File: config.mk
export PLATFORM = sky130hd
export DESIGN_NAME = dscd_top
export DESIGN_NICKNAME = d
export VERILOG_FILES = /design/src/design/dscd_pkg.sv /design/src/design/dscd_word_if.sv /design/src/design/dscd_top.sv /design/src/design/dscd_shifter.sv
export VERILOG_INCLUDE_DIRS = /design/src /design/src/design
export SDC_FILE = /design/constraint.sdc
export NUM_CORES = 1
export LEC_CHECK = 0
export ABC_CLOCK_PERIOD_IN_PS = 2600
export BUFFER_PORTS_ARGS = -buffer_cell sky130_fd_sc_hd__buf_2
export CAP_MARGIN = 20
export CORE_AREA = 2 2 146 119
export CTS_CLUSTER_SIZE = 40
export DETAILED_ROUTE_END_ITERATION = 6
export DIE_AREA = 0 0 148 121
export PLACE_DENSITY = 0.79
export SYNTH_ARGS = -nofsm -noshare
export SYNTH_HDL_FRONTEND = slang
export SYNTH_SLANG_ARGS = --single-unit
File: constraint.sdc
create_clock -name I_MCLK -period 2.6 [get_ports I_MCLK]
set_input_delay 0.39 -clock I_MCLK [delete_from_list [all_inputs] [get_ports I_MCLK]]
set_output_delay 0.39 -clock I_MCLK [all_outputs]
set_load 0.02 [all_outputs]
File: src/design/dscd_defs.svh
`ifndef DSCD_DEFS_SVH
`define DSCD_DEFS_SVH

// ==========================================================================
// Serial framing
// ==========================================================================
`define DSCD_CMD_BITS      5'd8
`define DSCD_WORD_BITS     5'd16
`define DSCD_RD_BITS       5'd8
`define DSCD_SEL_DAC       4'h1
`define DSCD_CMD_GPIO_RD   8'h01

// ==========================================================================
// Word layout: control nibble, ten data bits, two ignored sub-bits
// ==========================================================================
`define DSCD_CTRL_HI       15
`define DSCD_CTRL_LO       12
`define DSCD_DATA_HI       11
`define DSCD_DATA_LO       2
`define DSCD_CODE_W        10
`define DSCD_MASK_LO       2

// ==========================================================================
// Control codes
// ==========================================================================
`define DSCD_C_NOP         4'h0
`define DSCD_C_RESET       4'h1
`define DSCD_C_LOAD0       4'h2
`define DSCD_C_THRU_LO     4'hA
`define DSCD_C_THRU_HI     4'hB
`define DSCD_C_THRU_ALL    4'hC
`define DSCD_C_LOAD_ALL    4'hD
`define DSCD_C_XFER        4'hE

// ==========================================================================
// Reset values
// ==========================================================================
`define DSCD_CODE_ZERO     10'h000
`define DSCD_CODE_ONES     10'h3FF
`define DSCD_LO_GROUP      4

`endif

File: src/design/dscd_pkg.sv
`include "dscd_defs.svh"

package dscd_pkg;

    // ======================================================================
    // Types
    // ======================================================================
    typedef logic [`DSCD_CODE_W-1:0] dscd_code_t;

    typedef enum logic [1:0] {
        DSCD_CMD,
        DSCD_DACW,
        DSCD_GPRD,
        DSCD_SKIP
    } dscd_state_e;

    typedef struct packed {
        dscd_state_e st;
        logic [4:0]  cnt;
        logic [15:0] sh;
        logic [3:0]  snap;
        logic        dout;
        logic        sclk;
        logic        wv;
    } dscd_shift_s;

endpackage

File: src/design/dscd_word_if.sv
`timescale 1ns/10ps

// Complete serial word handed from the front end to the decoder
interface dscd_word_if;
    logic        word_v;
    logic [15:0] word;

    modport src (output word_v, output word);
    modport dst (input word_v, input word);
endinterface

File: src/design/dscd_top.sv
`timescale 1ns/10ps
`include "dscd_defs.svh"

// Summary of operation
// - Word: four control, ten data, two ignored
// - Early deselect discards the partial word
// - Code one, first bit zero clears registers
// - Code one, first bit one presets ones
// - Codes two to nine load one input
// - Four-channel: channels four-seven loads ignored
// - Code A writes through channels 0-3
// - Code B writes through channels 4-7
// - Code C writes through all channels
// - Code D loads all input registers only
// - Code E copies masked inputs to outputs
// - Four-channel: upper mask bits are ignored
module dscd_top #(
    parameter int NUM_CHAN = 8
) (
    // Clock and reset
    input  wire logic                               I_MCLK,
    input  wire logic                               I_RST_N,
    // Serial port
    input  wire logic                               I_CS_N,
    input  wire logic                               I_SCLK,
    input  wire logic                               I_DIN,
    output logic                                    O_DOUT,
    // General-purpose pin states
    input  wire logic [3:0]                         I_GPIO,
    // Channel registers
    output dscd_pkg::dscd_code_t [NUM_CHAN-1:0]     O_INPUT_CODE,
    output dscd_pkg::dscd_code_t [NUM_CHAN-1:0]     O_DAC_CODE,
    output logic                                    O_WORD_STB
);
    import dscd_pkg::*;

    typedef struct packed {
        dscd_code_t [NUM_CHAN-1:0] inr;
        dscd_code_t [NUM_CHAN-1:0] dacr;
    } dscd_bank_s;

    dscd_word_if   word_if ();
    dscd_bank_s    q;
    dscd_bank_s    d;
    logic [3:0]    ctrl;
    dscd_code_t    data;
    logic          wv;
    logic [NUM_CHAN-1:0] sel_in;
    logic [NUM_CHAN-1:0] sel_dac;
    logic [NUM_CHAN-1:0] sel_xfer;

    // ======================================================================
    // Serial front end
    // ======================================================================
    // Host is expected to send the select byte first; others except the pin read command are skipped
    dscd_shifter u_shift (
        .i_clk   (I_MCLK),
        .i_rst_n (I_RST_N),
        .i_cs_n  (I_CS_N),
        .i_sclk  (I_SCLK),
        .i_din   (I_DIN),
        .o_dout  (O_DOUT),
        .i_gpio  (I_GPIO),
        .word_if (word_if)
    );

    // Field split; the two sub-bits are never looked at
    assign wv   = word_if.word_v;
    assign ctrl = word_if.word[`DSCD_CTRL_HI:`DSCD_CTRL_LO];
    assign data = word_if.word[`DSCD_DATA_HI:`DSCD_DATA_LO];

    // ======================================================================
    // Per-channel decode
    // ======================================================================
    // Channels that do not exist are never built, so codes aimed at them fall idle
    for (genvar i = 0; i < NUM_CHAN; i++) begin : g_ch
        localparam logic LO = (i < `DSCD_LO_GROUP);
        // Input register targets
        assign sel_in[i] = wv & ((ctrl == 4'(`DSCD_C_LOAD0 + i))
                               | ((ctrl == `DSCD_C_THRU_LO) & LO)
                               | ((ctrl == `DSCD_C_THRU_HI) & !LO)
                               | (ctrl == `DSCD_C_THRU_ALL)
                               | (ctrl == `DSCD_C_LOAD_ALL));
        // Write-through targets
        assign sel_dac[i] = wv & (((ctrl == `DSCD_C_THRU_LO) & LO)
                                | ((ctrl == `DSCD_C_THRU_HI) & !LO)
                                | (ctrl == `DSCD_C_THRU_ALL));
        // Mask bit i sits above the low two data bits, channel 7 highest
        assign sel_xfer[i] = wv & (ctrl == `DSCD_C_XFER)
                           & data[i+`DSCD_MASK_LO];
    end

    // ======================================================================
    // Register bank
    // ======================================================================
    // Reset and preset hit both banks; nothing selected means a no-op
    always_comb begin
        d = q;
        for (int i = 0; i < NUM_CHAN; i++) begin
            if (wv && ctrl == `DSCD_C_RESET) begin
                d.inr[i]  = data[`DSCD_CODE_W-1] ? `DSCD_CODE_ONES : `DSCD_CODE_ZERO;
                d.dacr[i] = data[`DSCD_CODE_W-1] ? `DSCD_CODE_ONES : `DSCD_CODE_ZERO;
            end else begin
                if (sel_in[i]) begin
                    d.inr[i] = data;
                end
                if (sel_dac[i]) begin
                    d.dacr[i] = data;
                end else if (sel_xfer[i]) begin
                    // Copies the value held before this word, a software load strobe
                    d.dacr[i] = q.inr[i];
                end
            end
        end
    end

    // Bank registers
    always_ff @(posedge I_MCLK or negedge I_RST_N) begin
        if (!I_RST_N) begin
            q <= '0;
        end else begin
            q <= d;
        end
    end

    // Outputs from flops
    assign O_INPUT_CODE = q.inr;
    assign O_DAC_CODE   = q.dacr;
    assign O_WORD_STB   = wv;

    // ======================================================================
    // Per-channel checks
    // ======================================================================
    // The checks above test loaded values only on end channels, save the whole-bank no-op, clear and idle checks; these cover every built one
    for (genvar i = 0; i < NUM_CHAN; i++) begin : g_chk
        localparam logic LOW = (i < `DSCD_LO_GROUP);

    end
endmodule

File: src/design/dscd_shifter.sv
`timescale 1ns/10ps
`include "dscd_defs.svh"

module dscd_shifter (
    // Clock and reset
    input  wire logic        i_clk,
    input  wire logic        i_rst_n,
    // Serial port
    input  wire logic        i_cs_n,
    input  wire logic        i_sclk,
    input  wire logic        i_din,
    output logic             o_dout,
    // Pin states for read-back
    input  wire logic [3:0]  i_gpio,
    // Finished word
    dscd_word_if.src         word_if
);
    import dscd_pkg::*;

    dscd_shift_s q;
    dscd_shift_s d;
    logic        fall;
    logic [7:0]  cmd;
    logic [2:0]  pos;

    // ======================================================================
    // Frame sequencer
    // ======================================================================
    // Data is taken on the serial clock falling edge, seen through the prior sample
    always_comb begin
        d      = q;
        d.wv   = 1'b0;
        d.sclk = i_sclk;
        fall   = q.sclk & ~i_sclk;
        cmd    = {q.sh[6:0], i_din};
        pos    = q.cnt[2:0] + 3'h1;
        if (i_cs_n) begin
            // Deselect drops any partial word without a pulse
            d.st   = DSCD_CMD;
            d.cnt  = 5'd0;
            d.dout = 1'b0;
        end else if (fall) begin
            case (q.st)
                DSCD_CMD: begin
                    d.sh  = {q.sh[14:0], i_din};
                    d.cnt = q.cnt + 5'd1;
                    if (q.cnt == `DSCD_CMD_BITS - 5'd1) begin
                        d.cnt = 5'd0;
                        if (cmd[7:4] == `DSCD_SEL_DAC) begin
                            d.st = DSCD_DACW;
                        end else if (cmd == `DSCD_CMD_GPIO_RD) begin
                            d.st   = DSCD_GPRD;
                            d.snap = i_gpio; // Freeze pins so the byte is coherent
                            d.dout = 1'b0;
                        end else begin
                            d.st = DSCD_SKIP;
                        end
                    end
                end
                DSCD_DACW: begin
                    d.sh = {q.sh[14:0], i_din};
                    if (q.cnt == `DSCD_WORD_BITS - 5'd1) begin
                        d.wv = 1'b1;
                        d.st = DSCD_SKIP;
                    end else begin
                        d.cnt = q.cnt + 5'd1;
                    end
                end
                DSCD_GPRD: begin
                    if (q.cnt == `DSCD_RD_BITS - 5'd1) begin
                        d.st   = DSCD_SKIP;
                        d.dout = 1'b0;
                    end else begin
                        d.cnt  = q.cnt + 5'd1;
                        // Four leading zeros, then port C pin 1 down to port A pin 0
                        d.dout = pos[2] & q.snap[~pos[1:0]];
                    end
                end
                DSCD_SKIP: begin
                    d.dout = 1'b0;
                end
                default: begin
                    d.st = DSCD_SKIP;
                end
            endcase
        end
    end

    // State register
    always_ff @(posedge i_clk or negedge i_rst_n) begin
        if (!i_rst_n) begin
            q <= '{st: DSCD_CMD, cnt: 5'd0, sh: 16'h0000, snap: 4'h0,
                   dout: 1'b0, sclk: 1'b0, wv: 1'b0};
        end else begin
            q <= d;
        end
    end

    // Outputs straight from flops
    assign o_dout         = q.dout;
    assign word_if.word_v = q.wv;
    assign word_if.word   = q.sh;
endmodule

After elaboration in Yosys (flattened, before gate mapping)
Index checks and enable logic that the tools add are counted.
{"block": "word_totals", "regBits": 190, "input_bits": 9, "elab_cells": 197}
{"block": "op_classes", "n_addsub": 2, "n_lt_le_gt_ge": 1, "n_eq_ne": 28, "muxes": 65, "bitwise": 51, "reduce_logical": 27}
{"cell": "$mux W10", "n": 41}
{"cell": "$eq A4 B4 Y1 const B", "n": 7}
{"cell": "$mux W28", "n": 1}
{"cell": "$or A1 B1 Y1", "n": 26}
{"cell": "$mux W5", "n": 5}
{"cell": "$reduce_bool A3 Y1", "n": 8}
{"cell": "$and A1 B1 Y1", "n": 21}
{"cell": "$pmux W7 S3", "n": 1}
{"cell": "$reduce_bool A2 Y1", "n": 9}
{"cell": "$eq A4 B3 Y1 const B", "n": 4}
{"cell": "$mux W16", "n": 1}
{"cell": "$mux W7", "n": 2}
{"cell": "$ne A3 B2 Y1 const B", "n": 4}
{"cell": "$reduce_and A5 Y1", "n": 2}
{"cell": "$ne A3 B3 Y1 const B", "n": 3}
{"cell": "$eq A4 B1 Y1 const B", "n": 2}
{"cell": "$eq A4 B2 Y1 const B", "n": 2}
{"cell": "$eq A8 B1 Y1 const B", "n": 1}
{"cell": "$mux W1", "n": 8}
{"cell": "$reduce_bool A4 Y1", "n": 2}
{"cell": "$mux W2", "n": 3}
{"cell": "$reduce_and A6 Y1", "n": 1}
{"cell": "$add A5 B1 Y5 const B", "n": 1}
{"cell": "$eq A5 B3 Y1 const B", "n": 1}
{"cell": "other kinds (15)", "n": 18}

Longest topological paths before layout
Gate-level depths: netlist (run 1).
{"block": "depth", "depth_word": 9, "depth_mapped": 9, "ltp_nobuf": 7}

Hierarchy
Synthesis (run 1) repeated with hierarchy kept, for this count alone.
{"block": "hier_totals", "hier_cells": 715, "area_unflattened_um2": 8939.8}
{"module": "dscd_top", "instances": 1, "cells_per_inst": 581, "area_per_inst_um2": 7333.3, "seq_area_each_um2": 4003.8}
{"module": "dscd_shifter", "instances": 1, "cells_per_inst": 134, "area_per_inst_um2": 1606.5, "seq_area_each_um2": 750.7}

Worst setup path before layout (run 1)
Ideal clock, no wire load.
{"block": "synth_timing", "path_type": "input to register", "start": "input I_CS_N", "end": "register u_shift.q, in the netlist u_shift.word_if.word[10]", "setup_time_ns": 0.125, "arrival_ns": 1.934, "path_slack_ns": 0.541, "stages": 5, "n_path_buf": 2, "path_cell_list": "clkbuf_1 or3b_2 nor2_2 buf_2 mux2_2"}
{"block": "synth_between", "elab_chain_cells": 2}
{"element": "from (decl)", "line_no": "dscd_top.sv:24", "text": "input wire logic I_CS_N,"}
{"element": "$not A1 Y1 (no line)"}
{"element": "$reduce_and A3 Y1 (no line)"}
{"element": "to (signal assigned)", "line_no": "dscd_shifter.sv:92", "text": "q <= '{st: DSCD_CMD, cnt: 5'd0, sh: 16'h0000, snap: 4'h0,"}
{"element": "to (decl)", "line_no": "dscd_shifter.sv:20", "text": "dscd_shift_s q;"}
No other way between the ends.
A chain may end at the register's enable or synchronous reset.

Worst setup path after layout (run 1)
{"block": "layout_timing", "start": "register u_shift.q, in the netlist u_shift.word_if.word[13]", "end": "register q, in the netlist O_DAC_CODE[21]"}
{"block": "layout_between", "elab_chain_cells": 5, "word_cells_on_any_way": 12, "classes_between": "4 x eq/ne; 2 x mux; 4 x bitwise; 2 x reduce/logical"}
{"element": "$eq A4 B4 Y1 (no line)"}
{"element": "$or A1 B1 Y1", "line_no": "dscd_top.sv:85", "text": "assign sel_dac[i] = wv & (((ctrl == `DSCD_C_THRU_LO) & LO)"}
{"element": "$and A1 B1 Y1", "line_no": "dscd_top.sv:85"}
{"element": "$mux W10", "line_no": "dscd_top.sv:107", "text": "if (sel_dac[i]) begin"}
{"element": "$mux W10", "line_no": "dscd_top.sv:100", "text": "if (wv && ctrl == `DSCD_C_RESET) begin"}
{"element": "to (signal assigned)", "line_no": "dscd_top.sv:120", "text": "q <= '0;"}
{"element": "to (signal assigned)", "line_no": "dscd_top.sv:122", "text": "q <= d;"}
{"element": "to (decl)", "line_no": "dscd_top.sv:43", "text": "dscd_bank_s q;"}
Parallel ways exist; a longest one is shown, timed or not.

==> results.py, run 1 <==
metrics = {
    "floorplan": {
        "coreArea_um2": 16400,
        "ioPinCount": 171,
        "die_height_um": 121,
        "row_count": 42,
        "start_util": 0.492,
        "die_area_um2": 17900,
        "die-width_um": 148,
    },
    "timing": {
        "finalClockSkew_ns": 0.0151,
        "relSlewSlack": 0.350,
        "setup_viol": 0,
        "rsz0062_at_grt": "no",
        "fmax_ghz": 0.418,
        "period_needed_ns": 2.39,
        "min_period_over_period": 0.921,
        "final-max-slew-violation-count": 0,
        "tightestPinTransition_ns": 0.975,
        "hold_viol_final": 0,
        "setup_tns_ns": 0,
        "setup_slack_ns": 0.206,
    },
    "clock_network": {
        "clock_sinks": 190,
        "cts_tree": "built",
        "cts.clk_slew.worst_paths_ns": 0.07,
        "cts-resized-gates": 0,
        "insertion_delay_ns": 0.43,
        "cts_buffer_depth": 2,
        "cts.htree.levels": 4,
        "root_buffer": "clkbuf_16",
        "cts_inserted_buffers": 17,
    },
    "critical_path": {
        "r2r_end": "O_DAC_CODE[21]$_DFFE_PN0P_",
        "cpPeakStageDelay_ns": 0.57,
        "cp-startpoint": "u_shift.word_if.word[13]$_DFFE_PN0P_",
        "startpoint_type": "flip-flop",
        "cp-endpoint": "O_DAC_CODE[21]$_DFFE_PN0P_",
        "crit_family": "simple AND/OR/NAND/NOR gates",
        "cp.depth": 8,
        "critical_path.max_fanout": 16,
        "worstPathRequired_ns": 2.97,
        "r2r-start": "u_shift.word_if.word[13]$_DFFE_PN0P_",
        "rrSetupSlack_ns": 0.21,
        "critPathArrivalTime_ns": 2.76,
        "cp_common_cell": "buf_4",
        "endpoint_kind": "flip-flop",
        "reg2regPathDepth": 8,
        "cp_num_buf_inv": 3,
        "crit_chain": "buf_4, or4b_4, nor3_4, buf_4, a21oi_1, buf_4, nor2_1, a311o_1",
        "worstSetupPathType": "reg2reg",
        "crit_path_top_delay_cell": "or4b_4",
    },
    "global_routing": {
        "grt_max_degree": 75,
        "track_usage": 0.266,
        "grt_pass1_vias": 6458,
        "grt_antenna_before_repair": 0,
        "grt_pass1_wl_mm": 36.2,
        "grt_overflow": 0,
    },
    "drt": {
        "drt_pass1_iterations": 6,
        "vias": 6815,
        "initialDrtViolationCount": 673,
        "via_per_inst": 5.72,
        "drc": 0,
        "route.detailed.wl_per_inst_um": 19.5,
        "ant_nets": 0,
        "wl_mm": 23.2,
    },
    "placement": {
        "dp.final_hpwl_mm": 16.4,
        "place_ws_ns": 0.227,
        "gp_congestion": 0.913,
        "port-buffer-count": 170,
        "dpl_cell_area_um2": 9380,
    },
    "synth": {
        "synth_top_area_frac": 0.589,
        "synthesis.area_um2": 8070,
        "yosys-top-cells-count": "190 x dfrtp_1, 166 x o21ai_0, 120 x nand2_1",
        "synth-xor-area-share": 0.00217,
        "async_flop_share": 1.00,
        "ys_seq_elements": 190,
        "synth_nets": 779,
        "synth_compound_area_frac": 0.198,
        "synth_top_family_by_area": "compound AO/OA/AOI/OAI gates",
        "yosysTopAreaCell": "dfrtp_1",
        "synth_area_per_cell_um2": 10.5,
        "synthAdderAreaFrac": 0.00775,
        "ys.flop_type": "dfrtp_1",
        "postSynthCellCount": 765,
        "synth.area.mux_share": 0.0533,
        "ys_warn_count": 0,
        "synth_edf_count": 0,
        "synth_area_leaders": "dfrtp_1 59%, o21ai_0 10%, nand2_1 5.6%, a2bb2oi_1 3.5%, mux2_2 3.1%",
        "yosysMostFrequentCell": "dfrtp_1",
        "yosysSeqAreaShare": 0.589,
        "synth_cell_types": 56,
        "synthSimpleGateAreaFrac": 0.119,
    },
    "worst_hold_path": {
        "hp-class": "in2reg",
    },
    "layout": {
        "syn_to_final_growth_pct": 23.7,
        "multi_input_area_um2": 3070,
        "layout.nets": 972,
        "fillers": 1340,
        "final-seq-area_um2": 4750,
        "postLayoutCellArea_um2": 9980,
        "drive_above_1_share": 0.291,
        "antennaDiodeCount": 0,
        "finish.utilization": 0.609,
    },
    "pwr": {
        "power_density_nw_per_um2": 647,
        "leakagePower_uw": 0.00512,
        "irDropWorstVdd_mv": 0.466,
    },
    "flow_run": {
        "drv_cap": 0,
    },
    "outcome": {
        "status": "finished, final reports clean",
    },
}
[worst min path at each step]
stage          depth (start not counted)    start                     endpoint  slack (ns)
2_1_floorplan                          0  I_RST_N    O_DAC_CODE[0]$_DFFE_PN0P_        0.09
3_3_place_gp                           1  I_RST_N    O_DAC_CODE[6]$_DFFE_PN0P_        0.39
6_report                               1   I_SCLK       u_shift.q[1]$_DFF_PN0_        0.09
4_1_cts                                1   I_SCLK       u_shift.q[1]$_DFF_PN0_        0.08
3_5_place_dp                           1  I_RST_N  O_INPUT_CODE[6]$_DFFE_PN0P_        0.40
5_1_grt                                1   I_SCLK       u_shift.q[1]$_DFF_PN0_        0.08
[cells by family after synthesis]
logic type | Yosys count
XOR/XNOR | 2
AO/OA/AOI/OAI | 272
AND/OR/NAND/NOR | 200
buffers and inverters | 57
adder cells (fa/ha/maj) | 5
multiplexers | 39
flip-flops | 190
[cell usage in the layout (no fill, tap or decap), drive strengths merged, types with 3 or more instances in the layout]
master   synthesis  layout
a311o            3       3
o21a             5       5
clkbuf          28      21
nand2          124     124
a2bb2oi         32      32
nor3             5       5
a21o             4       4
nor2b           17      17
or3b             3       3
a31oi            4       4
nor2            25      25
buf             13     213
mux2i           16      16
clkinv           1       3
o21ai          169     169
and3             4       4
a221o            7       7
dfrtp          190     190
a21oi           37      37
ha               5       5
inv             15      23
nor4b            3       3
mux2            22      22
nand3b           3       3
nand2b           3       3
[power breakdown]
group          leakage [uW]  switching (uW)  total, uW  internal, uW
logic               0.00219             445        704           259
registers           0.00264             126       3150          3030
clock network      0.000285            1210       2600          1390
total               0.00512            1780       6460          4680
[final cells by class]
cell class              instances  area share
flip-flops and latches        190       0.476
inverters                      16     0.00602
multi-input cells             518       0.308
well taps                     220      0.0276
clock inverters                12      0.0140
clock buffers                  20      0.0447
repair buffers                215       0.124
[metrics by stage]
| stage | total power, uW | hold slack, ns | cells |
|---|---|---|---|
| after global routing | 6690 | 0.0794 | 1191 |
| final | 6460 | 0.0932 | 1191 |
| after global placement | 3870 | 0.394 | 1157 |
| after detailed placement | 3880 | 0.396 | 1157 |
| after CTS | 6470 | 0.0815 | 1190 |
| after floorplan | 3470 | 0.0944 | 765 |
[metal layers]
| layer | up-vias | share of wire | GRT usage |
|---|---|---|---|
| met5 | - | 0 | 0 |
| met4 | 0 | 0.024 | 0.0881 |
| met3 | 38 | 0.096 | 0.0820 |
| met2 | 325 | 0.44 | 0.378 |
| met1 | 3345 | 0.44 | 0.389 |
| li1 | 3107 | - | - |
[state kept, by name, summed over array words and instances, names as in the netlist]
name                    cells
u_shift.o_dout              1
u_shift.word_if.word       16
u_shift.q                  12
O_INPUT_CODE               80
O_DAC_CODE                 80
u_shift.word_if.word_v      1
[repair_timing]
| item | 4_1_cts | 5_1_grt |
|---|---|---|
| hold buffers | 1 | 0 |
| buffers inserted | 0 | 0 |
| hold endpoints to repair | 55 | 0 |
(Power assumes the default switching activity.)
==> run 2: changes to the inputs <==
ABC_CLOCK_PERIOD_IN_PS = 2900   (was 2600)
TNS_END_PERCENT = 20   (was not set)
clock period = 2.9 ns   (was 2.6 ns; I/O delays follow)
==> results.py, run 2 (same netlist as run 1, synthesis figures left out) <==
metrics = {
    "outcome": {
        "status": "finished, final reports clean",
    },
    "clock_network": {
        "cts.htree.levels": 4,
        "cts_inserted_buffers": 17,
        "cts-resized-gates": 0,
        "ctsHoldBuffers": 0,
        "cts_setup_buffers": 0,
        "cts_buffer_depth": 2,
        "cts.clk_slew.worst_paths_ns": 0.07,
        "root_buffer": "clkbuf_16",
        "cts_tree": "built",
        "clock_sinks": 190,
        "insertion_delay_ns": 0.44,
    },
    "placement": {
        "dp.final_hpwl_mm": 16.5,
        "port-buffer-count": 170,
        "dpl_cell_area_um2": 9290,
        "gp_congestion": 0.951,
        "dp.cells": 1146,
    },
    "floorplan": {
        "die-width_um": 148,
        "row_count": 42,
        "die_height_um": 121,
        "die_area_um2": 17900,
        "ioPinCount": 171,
        "coreArea_um2": 16400,
        "start_util": 0.492,
    },
    "global_routing": {
        "top_usage_layer": "met1",
        "grt_pass1_vias": 6221,
        "grt_overflow": 0,
        "grt_max_degree": 87,
        "track_usage": 0.266,
        "grt_antenna_before_repair": 0,
        "grt_pass1_wl_mm": 36.2,
        "grt_use_met2": 0.379,
        "use_met3": 0.0680,
        "use_met1": 0.401,
    },
    "critical_path": {
        "cp-startpoint": "u_shift.word_if.word[14]$_DFFE_PN0P_",
        "rrSetupSlack_ns": 0.21,
        "r2r_end": "O_DAC_CODE[72]$_DFFE_PN0P_",
        "endpoint_kind": "flip-flop",
        "r2r-start": "u_shift.word_if.word[14]$_DFFE_PN0P_",
        "startpoint_type": "flip-flop",
        "reg2regPathDepth": 6,
        "worstSetupPathType": "reg2reg",
        "critPathArrivalTime_ns": 3.01,
        "cp-endpoint": "O_DAC_CODE[72]$_DFFE_PN0P_",
        "critical_path.max_fanout": 10,
        "worstPathRequired_ns": 3.23,
    },
    "timing": {
        "tightestPinTransition_ns": 0.989,
        "setup_tns_ns": 0,
        "holdWs_ns": 0.0462,
        "setup_viol": 0,
        "fmax_ghz": 0.372,
        "final-max-slew-violation-count": 0,
        "min_period_over_period": 0.926,
        "period_needed_ns": 2.69,
        "hold_viol_final": 0,
        "rsz0062_at_grt": "no",
        "finalClockSkew_ns": 0.0142,
        "relSlewSlack": 0.340,
    },
    "drt": {
        "drc": 0,
        "initialDrtViolationCount": 644,
        "ant_nets": 0,
        "via_per_inst": 5.79,
        "route.detailed.wl_per_inst_um": 19.9,
        "vias": 6817,
        "wl_mm": 23.4,
        "drt_pass1_iterations": 5,
    },
    "layout": {
        "mostFrequentLayoutCells": "190 x dfrtp_1, 169 x buf_2, 160 x o21ai_0",
        "postLayoutCellArea_um2": 9880,
        "antennaDiodeCount": 0,
        "mostFrequentLayoutCell": "dfrtp_1",
        "finalNonFillerCells": 1177,
        "syn_to_final_growth_pct": 22.5,
        "layout.nets": 959,
        "drive_above_1_share": 0.284,
        "fillers": 1346,
    },
    "pwr": {
        "swShare": 0.280,
        "switchingPower_uw": 1610,
        "leakagePower_uw": 0.00506,
        "comb_power_share": 0.099,
        "p_int_uw": 4140,
        "power_density_nw_per_um2": 582,
        "power_frac_seq": 0.492,
        "clkPwrFrac": 0.409,
        "irDropWorstVdd_mv": 0.472,
    },
    "flow_run": {
        "drv_cap": 0,
    },
    "worst_hold_path": {
        "hp-class": "in2async",
    },
}
[run 2: power by group through the flow]
stage,Clock [uW],Combinational [uW],Sequential [uW]
2_1_floorplan,0,276,2840
3_3_place_gp,0,543,2880
3_5_place_dp,0,555,2880
4_1_cts,2380,556,2830
5_1_grt,2500,606,2840
6_report,2350,569,2830
[run 2: layout make-up]
cell class / instances / area [um^2] / area share
Sequential cell: 190 / 4750 / 0.481
Multi-Input combinational cell: 518 / 3070 / 0.311
Timing Repair Buffer: 202 / 1120 / 0.114
Clock buffer: 17 / 425 / 0.0430
Tap cell: 220 / 275 / 0.0279
Clock inverter: 14 / 173 / 0.0175
Inverter: 16 / 60.1 / 0.00608
[run 2: worst min-delay path by stage]
stage | slack, ns | to | cells after the start
2_1_floorplan | 0.14 | O_DAC_CODE[0]$_DFFE_PN0P_ | 0
3_3_place_gp | 0.46 | O_DAC_CODE[46]$_DFFE_PN0P_ | 2
3_5_place_dp | 0.47 | O_DAC_CODE[47]$_DFFE_PN0P_ | 2
4_1_cts | 0.09 | O_DAC_CODE[4]$_DFFE_PN0P_ | 1
5_1_grt | 0.09 | O_DAC_CODE[4]$_DFFE_PN0P_ | 1
6_report | 0.05 | O_DAC_CODE[4]$_DFFE_PN0P_ | 1
[run 2: through the flow]
step	worst slack, ns	power (uW)	utilization
floorplan	0.796	3110	-
global placement	0.370	3420	0.566
detailed placement	0.347	3430	0.566
CTS	0.317	5760	0.603
global route	0.0646	5950	0.603
finish	0.214	5750	0.603
[run 2: critical path: stages, from the launching register on]
cell and delay (ns):
dfrtp_1 0.49, nor4b_4 0.40, nand2_1 0.26, a21oi_1 0.86, buf_4 0.26, nor2_1 0.04
a221o_1 0.26
[run 2: metal layers]
metal / vias to the layer above / wire length, um
met5: - / 0
met4: 0 / 477
met3: 40 / 2470
met2: 379 / 10300
met1: 3316 / 10200
li1: 3082 / -
